<file path="config.mk">
export PLATFORM = sky130hd
export DESIGN_NAME = usu_shift_unit
export DESIGN_NICKNAME = d
export VERILOG_FILES = /design/src/design/usu_pkg.sv /design/src/design/usu_sync_edge.sv /design/src/design/usu_buf.sv /design/src/design/usu_shift_unit.sv
export SDC_FILE = /design/constraint.sdc
export NUM_CORES = 1
export LEC_CHECK = 0
export BUFFER_PORTS_ARGS = -buffer_cell sky130_fd_sc_hd__buf_4
export CORE_ASPECT_RATIO = 0.5
export CORE_MARGIN = 5
export CORE_UTILIZATION = 53
export CTS_BUF_LIST = sky130_fd_sc_hd__clkbuf_2
export CTS_CLUSTER_DIAMETER = 80
export DETAILED_ROUTE_END_ITERATION = 16
export HOLD_SLACK_MARGIN = 0.15
export PLACE_DENSITY = 0.79
export RECOVER_POWER = 100
export SLEW_MARGIN = 20
export SYNTH_ARGS = -nofsm -noshare
export SYNTH_HDL_FRONTEND = slang
export SYNTH_SLANG_ARGS = --single-unit
</file>
<file path="constraint.sdc">
create_clock -name clk_sys -period 2 [get_ports clk_sys]
set_input_delay 0.1 -clock clk_sys [delete_from_list [all_inputs] [get_ports clk_sys]]
set_output_delay 0.1 -clock clk_sys [all_outputs]
set_load 0.05 [all_outputs]
</file>
<file path="src/design/usu_pkg.sv">
// Package for the universal serial shift unit: register map, field layout,
// reset values and encodings shared by the unit and its helpers.
// Assumes an 8-bit I/O register space addressed by a 6-bit address.
package usu_pkg;

  localparam int          DATA_W        = 8;
  localparam int          CNT_W         = 4;
  localparam int          ADDR_W        = 6;

  // Register addresses in the I/O space
  localparam logic [5:0]  ADDR_CTRL     = 6'h0d;
  localparam logic [5:0]  ADDR_DATA     = 6'h0f;

  // Control register fields
  localparam int          BIT_START_IE  = 7;
  localparam int          BIT_OVF_IE    = 6;
  localparam int          WM_HI         = 5;
  localparam int          WM_LO         = 4;
  localparam int          CS_HI         = 3;
  localparam int          CS_LO         = 2;
  localparam int          BIT_CLK_STB   = 1;
  localparam int          BIT_TOG_STB   = 0;
  localparam logic [7:0]  CTRL_RST      = 8'h00;
  localparam logic [7:0]  CTRL_RW_MASK  = 8'hfc;

  // Wire mode codes
  localparam logic [1:0]  WM_OFF        = 2'h0;
  localparam logic [1:0]  WM_THREE      = 2'h1;

  // Clock source codes
  localparam logic [1:0]  CS_SOFT       = 2'h0;
  localparam logic [1:0]  CS_TIMER      = 2'h1;
  localparam logic [1:0]  CS_EXT_POS    = 2'h2;
  localparam logic [1:0]  CS_EXT_NEG    = 2'h3;

  // Reset values and counter maximum
  localparam logic [7:0]  SHIFT_RST     = 8'h00;
  localparam logic [3:0]  CNT_RST       = 4'h0;
  localparam logic [3:0]  CNT_MAX       = 4'hf;

endpackage

</file>
<file path="src/design/usu_sync_edge.sv">
// Two-flop synchroniser with edge detection, one lane per input bit.
// Assumes asynchronous inputs; edges are found behind the second flop.
`timescale 1ns/10ps
module usu_sync_edge #(
  parameter int W = 2
) (
  input  wire logic         clk_sys,  // System clock
  input  wire logic         rst_n,    // Async reset, active low
  input  wire logic [W-1:0] sig_in,   // Asynchronous inputs
  output logic      [W-1:0] level,    // Synchronised level
  output logic      [W-1:0] rise,     // One-cycle rising edge pulse
  output logic      [W-1:0] fall      // One-cycle falling edge pulse
);

  genvar i;
  generate
    for (i = 0; i < W; i++)
    begin : g_lane
      logic s1_q;
      logic s2_q;
      logic s3_q;
      always_ff @(posedge clk_sys or negedge rst_n)
      begin
        if (!rst_n)
        begin
          s1_q <= 1'b0;
          s2_q <= 1'b0;
          s3_q <= 1'b0;
        end
        else
        begin
          s1_q <= sig_in[i];
          s2_q <= s1_q;
          s3_q <= s2_q;
        end
      end
      assign level[i] = s2_q;
      assign rise[i]  = s2_q & ~s3_q;
      assign fall[i]  = ~s2_q & s3_q;
    end
  endgenerate

endmodule // usu_sync_edge

</file>
<file path="src/design/usu_buf.sv">
// Small circular buffer with valid/ready on both sides.
// Assumes DEPTH is a power of two; default holds two words.
`timescale 1ns/10ps
module usu_buf #(
  parameter int W     = 8,
  parameter int DEPTH = 2
) (
  input  wire logic         clk_sys,   // System clock
  input  wire logic         rst_n,     // Async reset, active low
  input  wire logic         in_valid,  // Word offered
  output logic              in_ready,  // Room for a word
  input  wire logic [W-1:0] in_data,   // Word in
  output logic              out_valid, // Word available
  input  wire logic         out_ready, // Drain accepts
  output logic      [W-1:0] out_data   // Word out
);

  localparam int PW = (DEPTH > 1) ? $clog2(DEPTH) : 1;
  localparam int CW = $clog2(DEPTH + 1);

  logic [W-1:0]  mem_q [DEPTH];
  logic [PW-1:0] wr_q;
  logic [PW-1:0] wr_d;
  logic [PW-1:0] rd_q;
  logic [PW-1:0] rd_d;
  logic [CW-1:0] cnt_q;
  logic [CW-1:0] cnt_d;
  logic          push;
  logic          pop;
  logic [W-1:0]  mem_d [DEPTH];
  logic [W-1:0]  head_q;
  logic [W-1:0]  head_d;
  logic          valid_q;
  logic          valid_d;

  always_comb
  begin
    push  = in_valid & in_ready;
    pop   = out_valid & out_ready;
    wr_d  = push ? PW'(wr_q + 1'b1) : wr_q;
    rd_d  = pop ? PW'(rd_q + 1'b1) : rd_q;
    cnt_d = CW'(cnt_q + CW'(push) - CW'(pop));
    mem_d = mem_q;
    if (push)
      mem_d[wr_q] = in_data;
    // Head word and valid held in flops so the outputs need no decode
    head_d  = mem_d[rd_d];
    valid_d = (cnt_d != '0);
  end

  always_ff @(posedge clk_sys or negedge rst_n)
  begin
    if (!rst_n)
    begin
      wr_q  <= '0;
      rd_q  <= '0;
      cnt_q <= '0;
      head_q  <= '0;
      valid_q <= 1'b0;
    end
    else
    begin
      wr_q  <= wr_d;
      rd_q  <= rd_d;
      cnt_q <= cnt_d;
      head_q  <= head_d;
      valid_q <= valid_d;
    end
  end

  always_ff @(posedge clk_sys)
  begin
    mem_q <= mem_d;
  end

  assign in_ready  = (cnt_q != CW'(DEPTH));
  assign out_valid = valid_q;
  assign out_data  = head_q;

endmodule // usu_buf

</file>
<file path="src/design/usu_shift_unit.sv">
// Universal serial shift unit: shift register, 4-bit clock counter,
// control register and three-wire pin logic.
// Assumes a CPU I/O register port on clk_sys; pins are asynchronous.
//
// Behaviour
// - 8-bit shift register, read and written directly, completed words also go to a two-word receive buffer while it has room
// - Shift register MSB drives the data output pin selected by wire mode
// - With external clocks, output latch changes on the edge opposite to input sampling
// - Serial input always sampled from the data input pin
// - 4-bit counter advances once per clock event from any source, except an internal-source final event while the buffer is full
// - Clock source select field picks the event source
// - External source plus clock strobe one lets toggle writes make clocks
// - External clock pin drives the counter even with wire mode zero
// - Control register layout: enables, wire mode, clock select, two strobes
// - Pending start event requests service once enable and global enable set
// - Pending overflow event requests service once enable and global enable set
// - Wire mode changes outputs only; inputs keep working
// - Wire mode zero leaves pins as plain port pins
// - Three-wire: data output replaces port bit, direction and pull-up stay port's
// - Data input and clock pin port operation left untouched
// - Toggle strobe write toggles the clock pin's port output bit
`timescale 1ns/10ps
module usu_shift_unit #(
  parameter int DATA_W = usu_pkg::DATA_W,
  parameter int CNT_W  = usu_pkg::CNT_W
) (
  input  wire logic              clk_sys,           // System clock, 20 MHz
  input  wire logic              rst_n,             // Async reset, active low
  input  wire logic [5:0]        io_addr,           // I/O register address
  input  wire logic              io_wr,             // Register write strobe
  input  wire logic              io_rd,             // Register read strobe
  input  wire logic [7:0]        io_wdata,          // Write data
  output logic      [7:0]        io_rdata,          // Read data, valid after io_rd
  input  wire logic              global_irq_en,     // Global interrupt enable
  input  wire logic              timer0_match,      // Timer 0 compare match pulse
  input  wire logic              start_detect,      // Start condition event pulse
  input  wire logic              start_flag_clr,    // Clear start flag
  input  wire logic              ovf_flag_clr,      // Clear overflow flag
  input  wire logic              serial_data_input, // Data input pin
  input  wire logic              sck_pin_i,         // Clock pin level
  input  wire logic              port_do_bit,       // Port output bit, data pin
  input  wire logic              port_do_dir,       // Port direction bit, data pin
  input  wire logic              port_ck_bit,       // Port output bit, clock pin
  input  wire logic              port_ck_dir,       // Port direction bit, clock pin
  output logic                   do_pin_o,          // Data output pin value
  output logic                   do_pin_oe,         // Data output pin enable
  output logic                   do_pull_up,        // Data pin pull-up enable
  output logic                   sck_pin_o,         // Clock pin value
  output logic                   sck_pin_oe,        // Clock pin enable
  output logic                   ck_toggle,         // Pulse: toggle clock port bit
  output logic      [DATA_W-1:0] rx_data,           // Completed word
  output logic                   rx_valid,          // Completed word available
  input  wire logic              rx_ready,          // Receiver takes word
  output logic                   start_irq_req,     // Start service request
  output logic                   ovf_irq_req        // Overflow service request
);

  logic [7:0]        ctrl_q;
  logic [7:0]        ctrl_d;
  logic [DATA_W-1:0] shreg_q;
  logic [DATA_W-1:0] shreg_d;
  logic [CNT_W-1:0]  cnt_q;
  logic [CNT_W-1:0]  cnt_d;
  logic              latch_q;
  logic              latch_d;
  logic              latch_pend_q;
  logic              latch_pend_d;
  logic              soft_ext_q;
  logic              soft_ext_d;
  logic              phase_q;
  logic              phase_d;
  logic              start_flag_q;
  logic              start_flag_d;
  logic              ovf_flag_q;
  logic              ovf_flag_d;
  logic              start_req_q;
  logic              start_req_d;
  logic              ovf_req_q;
  logic              ovf_req_d;
  logic [7:0]        rdata_q;
  logic [7:0]        rdata_d;
  logic              do_o_q;
  logic              do_o_d;
  logic              do_oe_q;
  logic              do_oe_d;
  logic              pull_q;
  logic              pull_d;
  logic              sck_o_q;
  logic              sck_oe_q;
  logic              tog_q;
  logic              tog_d;

  logic [1:0]        pin_lvl;
  logic [1:0]        pin_rise;
  logic [1:0]        pin_fall;
  logic              ctrl_wr;
  logic              data_wr;
  logic              clk_stb;
  logic              tog_stb;
  logic              ext_sel;
  logic              count_ev;
  logic              shift_ev;
  logic              latch_ev;
  logic              ovf_ev;
  logic              buf_ready;
  logic [1:0]        cs;
  logic [1:0]        wm;

  // Pin inputs: bit 1 clock pin, bit 0 data input
  usu_sync_edge #(
    .W (2)
  ) u_sync (
    .clk_sys (clk_sys),
    .rst_n   (rst_n),
    .sig_in  ({sck_pin_i, serial_data_input}),
    .level   (pin_lvl),
    .rise    (pin_rise),
    .fall    (pin_fall)
  );

  // Completed words wait here; with internal sources a slow receiver loses none
  usu_buf #(
    .W     (DATA_W),
    .DEPTH (2)
  ) u_buf (
    .clk_sys   (clk_sys),
    .rst_n     (rst_n),
    .in_valid  (ovf_ev),
    .in_ready  (buf_ready),
    .in_data   (shreg_d),
    .out_valid (rx_valid),
    .out_ready (rx_ready),
    .out_data  (rx_data)
  );

  always_comb
  begin
    cs       = ctrl_q[usu_pkg::CS_HI:usu_pkg::CS_LO];
    wm       = ctrl_q[usu_pkg::WM_HI:usu_pkg::WM_LO];
    ctrl_wr  = io_wr && (io_addr == usu_pkg::ADDR_CTRL);
    data_wr  = io_wr && (io_addr == usu_pkg::ADDR_DATA);
    clk_stb  = ctrl_wr && io_wdata[usu_pkg::BIT_CLK_STB];
    tog_stb  = ctrl_wr && io_wdata[usu_pkg::BIT_TOG_STB];
    ext_sel  = cs[1];
    count_ev = 1'b0;
    shift_ev = 1'b0;
    latch_ev = 1'b0;
    phase_d  = phase_q;

    // Strobes are not stored; only bits 7:2 hold state
    ctrl_d = ctrl_wr ? (io_wdata & usu_pkg::CTRL_RW_MASK) : ctrl_q;
    // Strobe writes become the clock until a control write has CS_HI or the clock strobe bit clear
    soft_ext_d = soft_ext_q;
    if (ctrl_wr)
      soft_ext_d = io_wdata[usu_pkg::CS_HI] && io_wdata[usu_pkg::BIT_CLK_STB];

    // Event source per clock select, pin events seen in every wire mode
    case (cs)
      usu_pkg::CS_SOFT:
      begin
        count_ev = clk_stb;
        shift_ev = clk_stb;
      end
      usu_pkg::CS_TIMER:
      begin
        count_ev = timer0_match;
        shift_ev = timer0_match;
      end
      usu_pkg::CS_EXT_POS,
      usu_pkg::CS_EXT_NEG:
      begin
        if (soft_ext_q)
        begin
          // Each toggle write is one edge; alternate sample and output phases
          count_ev = tog_stb;
          shift_ev = tog_stb && !phase_q;
          latch_ev = tog_stb && phase_q;
          if (tog_stb)
            phase_d = ~phase_q;
        end
        else
        begin
          // Counter sees both pin edges, independent of wire mode
          count_ev = pin_rise[1] | pin_fall[1];
          shift_ev = (cs == usu_pkg::CS_EXT_POS) ? pin_rise[1] : pin_fall[1];
          latch_ev = (cs == usu_pkg::CS_EXT_POS) ? pin_fall[1] : pin_rise[1];
        end
      end
      default:
      begin
        count_ev = 1'b0;
        shift_ev = 1'b0;
      end
    endcase

    // Internal sources hold off the final edge while the buffer is full
    if (!ext_sel && !buf_ready && (cnt_q == usu_pkg::CNT_MAX))
    begin
      count_ev = 1'b0;
      shift_ev = 1'b0;
    end
    if (ctrl_wr && !soft_ext_d)
      phase_d = 1'b0;

    // Software write wins over a shift in the same cycle
    shreg_d = shreg_q;
    if (data_wr)
      shreg_d = io_wdata[DATA_W-1:0];
    else if (shift_ev)
      shreg_d = {shreg_q[DATA_W-2:0], pin_lvl[0]};

    cnt_d  = count_ev ? CNT_W'(cnt_q + 1'b1) : cnt_q;
    ovf_ev = count_ev && (cnt_q == usu_pkg::CNT_MAX);

    // Internal sources update the output one cycle after the shift
    latch_pend_d = shift_ev && !ext_sel;
    latch_d      = latch_q;
    if (latch_ev || latch_pend_q)
      latch_d = shreg_q[DATA_W-1];
    // Latch open in the idle clock phase, so a new word shows its MSB at once, except with CS_EXT_NEG
    if (data_wr && (cs != usu_pkg::CS_EXT_NEG))
      latch_d = io_wdata[DATA_W-1];

    // Sticky flags: a new event beats a clear in the same cycle
    start_flag_d = start_detect | (start_flag_q & ~start_flag_clr);
    ovf_flag_d   = ovf_ev | (ovf_flag_q & ~ovf_flag_clr);
    start_req_d  = start_flag_d && ctrl_d[usu_pkg::BIT_START_IE] && global_irq_en;
    ovf_req_d    = ovf_flag_d && ctrl_d[usu_pkg::BIT_OVF_IE] && global_irq_en;

    // Data pin: three-wire overrides value only; direction and pull-up stay port's
    do_oe_d = port_do_dir;
    pull_d  = !port_do_dir && port_do_bit;
    if (wm == usu_pkg::WM_THREE)
      do_o_d = latch_d;
    else
      do_o_d = port_do_bit;
    tog_d = tog_stb;

    rdata_d = rdata_q;
    if (io_rd)
    begin
      if (io_addr == usu_pkg::ADDR_CTRL)
        rdata_d = ctrl_q & usu_pkg::CTRL_RW_MASK;
      else if (io_addr == usu_pkg::ADDR_DATA)
        rdata_d = shreg_q;
      else
        rdata_d = 8'h00;
    end
  end

  always_ff @(posedge clk_sys or negedge rst_n)
  begin
    if (!rst_n)
    begin
      ctrl_q       <= usu_pkg::CTRL_RST;
      shreg_q      <= usu_pkg::SHIFT_RST;
      cnt_q        <= usu_pkg::CNT_RST;
      latch_q      <= 1'b0;
      latch_pend_q <= 1'b0;
      soft_ext_q   <= 1'b0;
      phase_q      <= 1'b0;
      start_flag_q <= 1'b0;
      ovf_flag_q   <= 1'b0;
      start_req_q  <= 1'b0;
      ovf_req_q    <= 1'b0;
      rdata_q      <= 8'h00;
      do_o_q       <= 1'b0;
      do_oe_q      <= 1'b0;
      pull_q       <= 1'b0;
      sck_o_q      <= 1'b0;
      sck_oe_q     <= 1'b0;
      tog_q        <= 1'b0;
    end
    else
    begin
      ctrl_q       <= ctrl_d;
      shreg_q      <= shreg_d;
      cnt_q        <= cnt_d;
      latch_q      <= latch_d;
      latch_pend_q <= latch_pend_d;
      soft_ext_q   <= soft_ext_d;
      phase_q      <= phase_d;
      start_flag_q <= start_flag_d;
      ovf_flag_q   <= ovf_flag_d;
      start_req_q  <= start_req_d;
      ovf_req_q    <= ovf_req_d;
      rdata_q      <= rdata_d;
      do_o_q       <= do_o_d;
      do_oe_q      <= do_oe_d;
      pull_q       <= pull_d;
      sck_o_q      <= port_ck_bit;
      sck_oe_q     <= port_ck_dir;
      tog_q        <= tog_d;
    end
  end

  assign io_rdata      = rdata_q;
  assign do_pin_o      = do_o_q;
  assign do_pin_oe     = do_oe_q;
  assign do_pull_up    = pull_q;
  assign sck_pin_o     = sck_o_q;
  assign sck_pin_oe    = sck_oe_q;
  assign ck_toggle     = tog_q;
  assign start_irq_req = start_req_q;
  assign ovf_irq_req   = ovf_req_q;

endmodule // usu_shift_unit

</file>
==> metrics.cfg <==
[global_routing]
grt_max_degree = 59
grt_pass1_vias = 3066
grt_pass1_wl_um = 14800
grt-ovfl-total = 0
track_usage_pct = 24.0
antenna_found_initial = 0

[layout]
fin_util_pct = 84.5
n_fill_cell = 317
multiInputGateArea_um2 = 1820
syn2layout_area_growth_pct = 52.4
final_net_count = 489
final_common_cell = buf_4
antenna_cells = 0
layout_common_cells = 104 x buf_4, 55 x dfrtp_1, 42 x dlygate4sd3_1
drive_gt1_share_pct = 45.5
seq_area_um2 = 1780

[drt]
wl_um = 10700
met2_length_um = 5050
drc_errors = 0
wl_per_cell_um = 19.6
dr.max_layer_used = met4
drtIter0Drc = 280
dr_wl_met3_um = 957
ant_nets = 0
vias_per_cell = 5.65
num_vias = 3093
drtPass1Iterations = 5
wl_met1_um = 4320

[power_and_ir_drop]
vdd.ir_drop.worst_mv = 0.608
p_per_area_nw_per_um2 = 877
power.leakage_uw = 0.00251

[clock_network]
clk_pin_slew_ps = 210
htree_num_levels = 3
clk_latency_ps = 580
ctsRootBufferMaster = clkbuf_2
cts.sinks = 74
cts_max_path_buffers = 2
cts_tree = done
cts_buffers = 9

[floorplan]
rows = 20
die_w_um = 123
die_h_um = 66.7
ios = 55
die_area_um2 = 8240
core_area_um2 = 6160
start_util_pct = 55.4

[synth]
yosysWarnings = 0
synth_top_family_by_area = multiplexers
synthAdderAreaFrac_pct = 1.83
synthCells = 302
syn_area_per_cell_um2 = 11.3
yosys_most_used_dff = dfrtp_1
netlist_area_um2 = 3410
yosysSeqAreaShare_pct = 51.9
synth_compound_gate_area_share_pct = 13.5
ys_ff_latch = 74
synthesis.nets = 337
synth_mux_area_share_pct = 13.7
synth-edff-count = 0
synth_xor_area_share_pct = 2.05
ys_async_sr_fraction_pct = 78.4
yosys.area_share.simple_pct = 12.1
ys_types = 49

[outcome]
status = finished with violations
violations = setup timing

[run]
max_cap_viol_count = 0

[sta]
setup_violations = 36
period_share_pct = 112
fin_crit_ps = 2250
fin_ws_ps = -246
fin_skew_ps = 27.3
max_slew_margin_pct = 50.7
slew_violations = 0
hold_violations = 0
timing_worst_slew_pin_value_ps = 739
timing.fmax_ghz = 0.445
rsz0062_at_grt = true

[hold_path]
hold_class = primary input to flop

[critical_path]
r2r_slack_ps = -250
path_buf_inv = 2
crit_chain = inv_2 > ha_4 > o21bai_1 > a22o_2 > a2111oi_0 > buf_4 > a211oi_4 > mux2_4
crit_arrival_ps = 2720
crit_fanout = 4
crit_path_start_kind = flop
worstSetupEndpointType = flop
max_stage_delay_ps = 480
slowest_stage = a2111oi_0
crit_family = compound AO/OA/AOI/OAI gates
critPathKind = flop to flop
cp.required_ps = 2480

[placement]
post-place-ws_ps = -242
gp_congestion = 0.935
dp_hpwl_um = 5920
portBuffers = 54

## per-stage QoR
step / cells / TNS, ps / instance area [um^2] / total power [uW] / hold WS (ps)
after global routing: 547 / -7760 / 5200 / 4780 / 164
final: 547 / -5820 / 5200 / 4560 / 217
after detailed placement: 475 / -3850 / 4230 / 3230 / 211
after CTS: 534 / -3320 / 4820 / 4190 / 156
after floorplan: 302 / -112 / 3420 / 2610 / -196
after global placement: 475 / -2500 / 4230 / 3170 / 193
## worst min-delay path, delay by kind of cell
family / cells / cell delay, ps
AOI/OAI and AO/OA: 1 / 120
buffers and inverters: 1 / 120
and+or+nand+nor: 2 / 420
## cell usage after synthesis, drive strengths merged, types with 5 or more instances
cell / instances / share of area, %
a311oi: 9 / 3.6
dfrtp: 58 / 43
a2111oi: 8 / 2.1
inv: 28 / 3.1
nand2: 39 / 4.3
o22ai: 10 / 1.8
buf: 6 / 1.1
nand3: 7 / 1.3
dfxtp: 16 / 9.4
o41ai: 7 / 1.8
o21ai: 5 / 0.73
nor2: 13 / 1.4
ha: 5 / 1.8
and3: 5 / 0.95
mux2: 39 / 13
xnor2: 5 / 1.3
clkbuf: 6 / 0.70
## sequential cells by signal, indices dropped and copies added (netlist names), 2 cells and up
signal / cells
cnt_q: 4
ctrl_q: 6
io_rdata: 8
shreg_q: 8
u_buf.cnt_q: 2
u_buf.mem_q: 16
u_buf.out_data: 8
u_sync.g_lane.s1_q: 2
u_sync.g_lane.s2_q: 2
## layer usage
metal  vias to the layer above  global-route usage (%)
li1                       1377                       -
met1                      1490                    30.4
met2                       176                    38.6
met3                        50                    7.80
met4                         0                    9.24
met5                         -                       0
## report_power, final
| part | internal (uW) | switching [uW] | leakage, uW |
|---|---|---|---|
| Clock | 299 | 549 | 0.0000762 |
| Combinational | 926 | 892 | 0.00159 |
| Sequential | 1700 | 195 | 0.000844 |
| Total | 2930 | 1640 | 0.00251 |
## logic make-up after synthesis
group	Yosys count
fa+ha+maj	5
xor+xnor	8
buf+inv	40
compound gates	53
simple gates	80
flops	74
mux	42
## path summary, 6_finish.rpt
check                                           startpoint                               to  cells past startpoint
setup reg to reg           u_sync.g_lane[1].s3_q$_DFF_PN0_      u_buf.out_data[7]$_DFF_PN0_                      8
min in group asynchronous                            rst_n        u_buf.out_valid$_DFF_PN0_                      3
setup / recovery           u_sync.g_lane[1].s3_q$_DFF_PN0_      u_buf.out_data[7]$_DFF_PN0_                      8
max in group asynchronous                            rst_n             soft_ext_q$_DFF_PN0_                      3
hold reg to reg            u_sync.g_lane[1].s1_q$_DFF_PN0_  u_sync.g_lane[1].s2_q$_DFF_PN0_                      0
hold / removal                                  io_addr[3]          io_rdata[2]$_DFFE_PN0P_                      4
## timing repair
action / CTS / global route
endpoints found under the setup margin: 33 / 39
pin swaps: 1 / 17
buffers inserted: 1 / 13
hold buffers: 41 / 1
cloned: 1 / 0
gates resized for setup: 16 / 52
hold endpoints to repair: 103 / 1
## layout make-up
type | count | share of cell area (%)
multi-input cells | 189 | 35.0
flip-flops and latches | 74 | 34.1
repair buffers | 152 | 24.6
well taps | 88 | 2.12
inverters | 28 | 2.02
clock buffers | 11 | 1.06
clock inverters | 5 | 1.06
No activity file was read; power rests on OpenSTA's default activity.
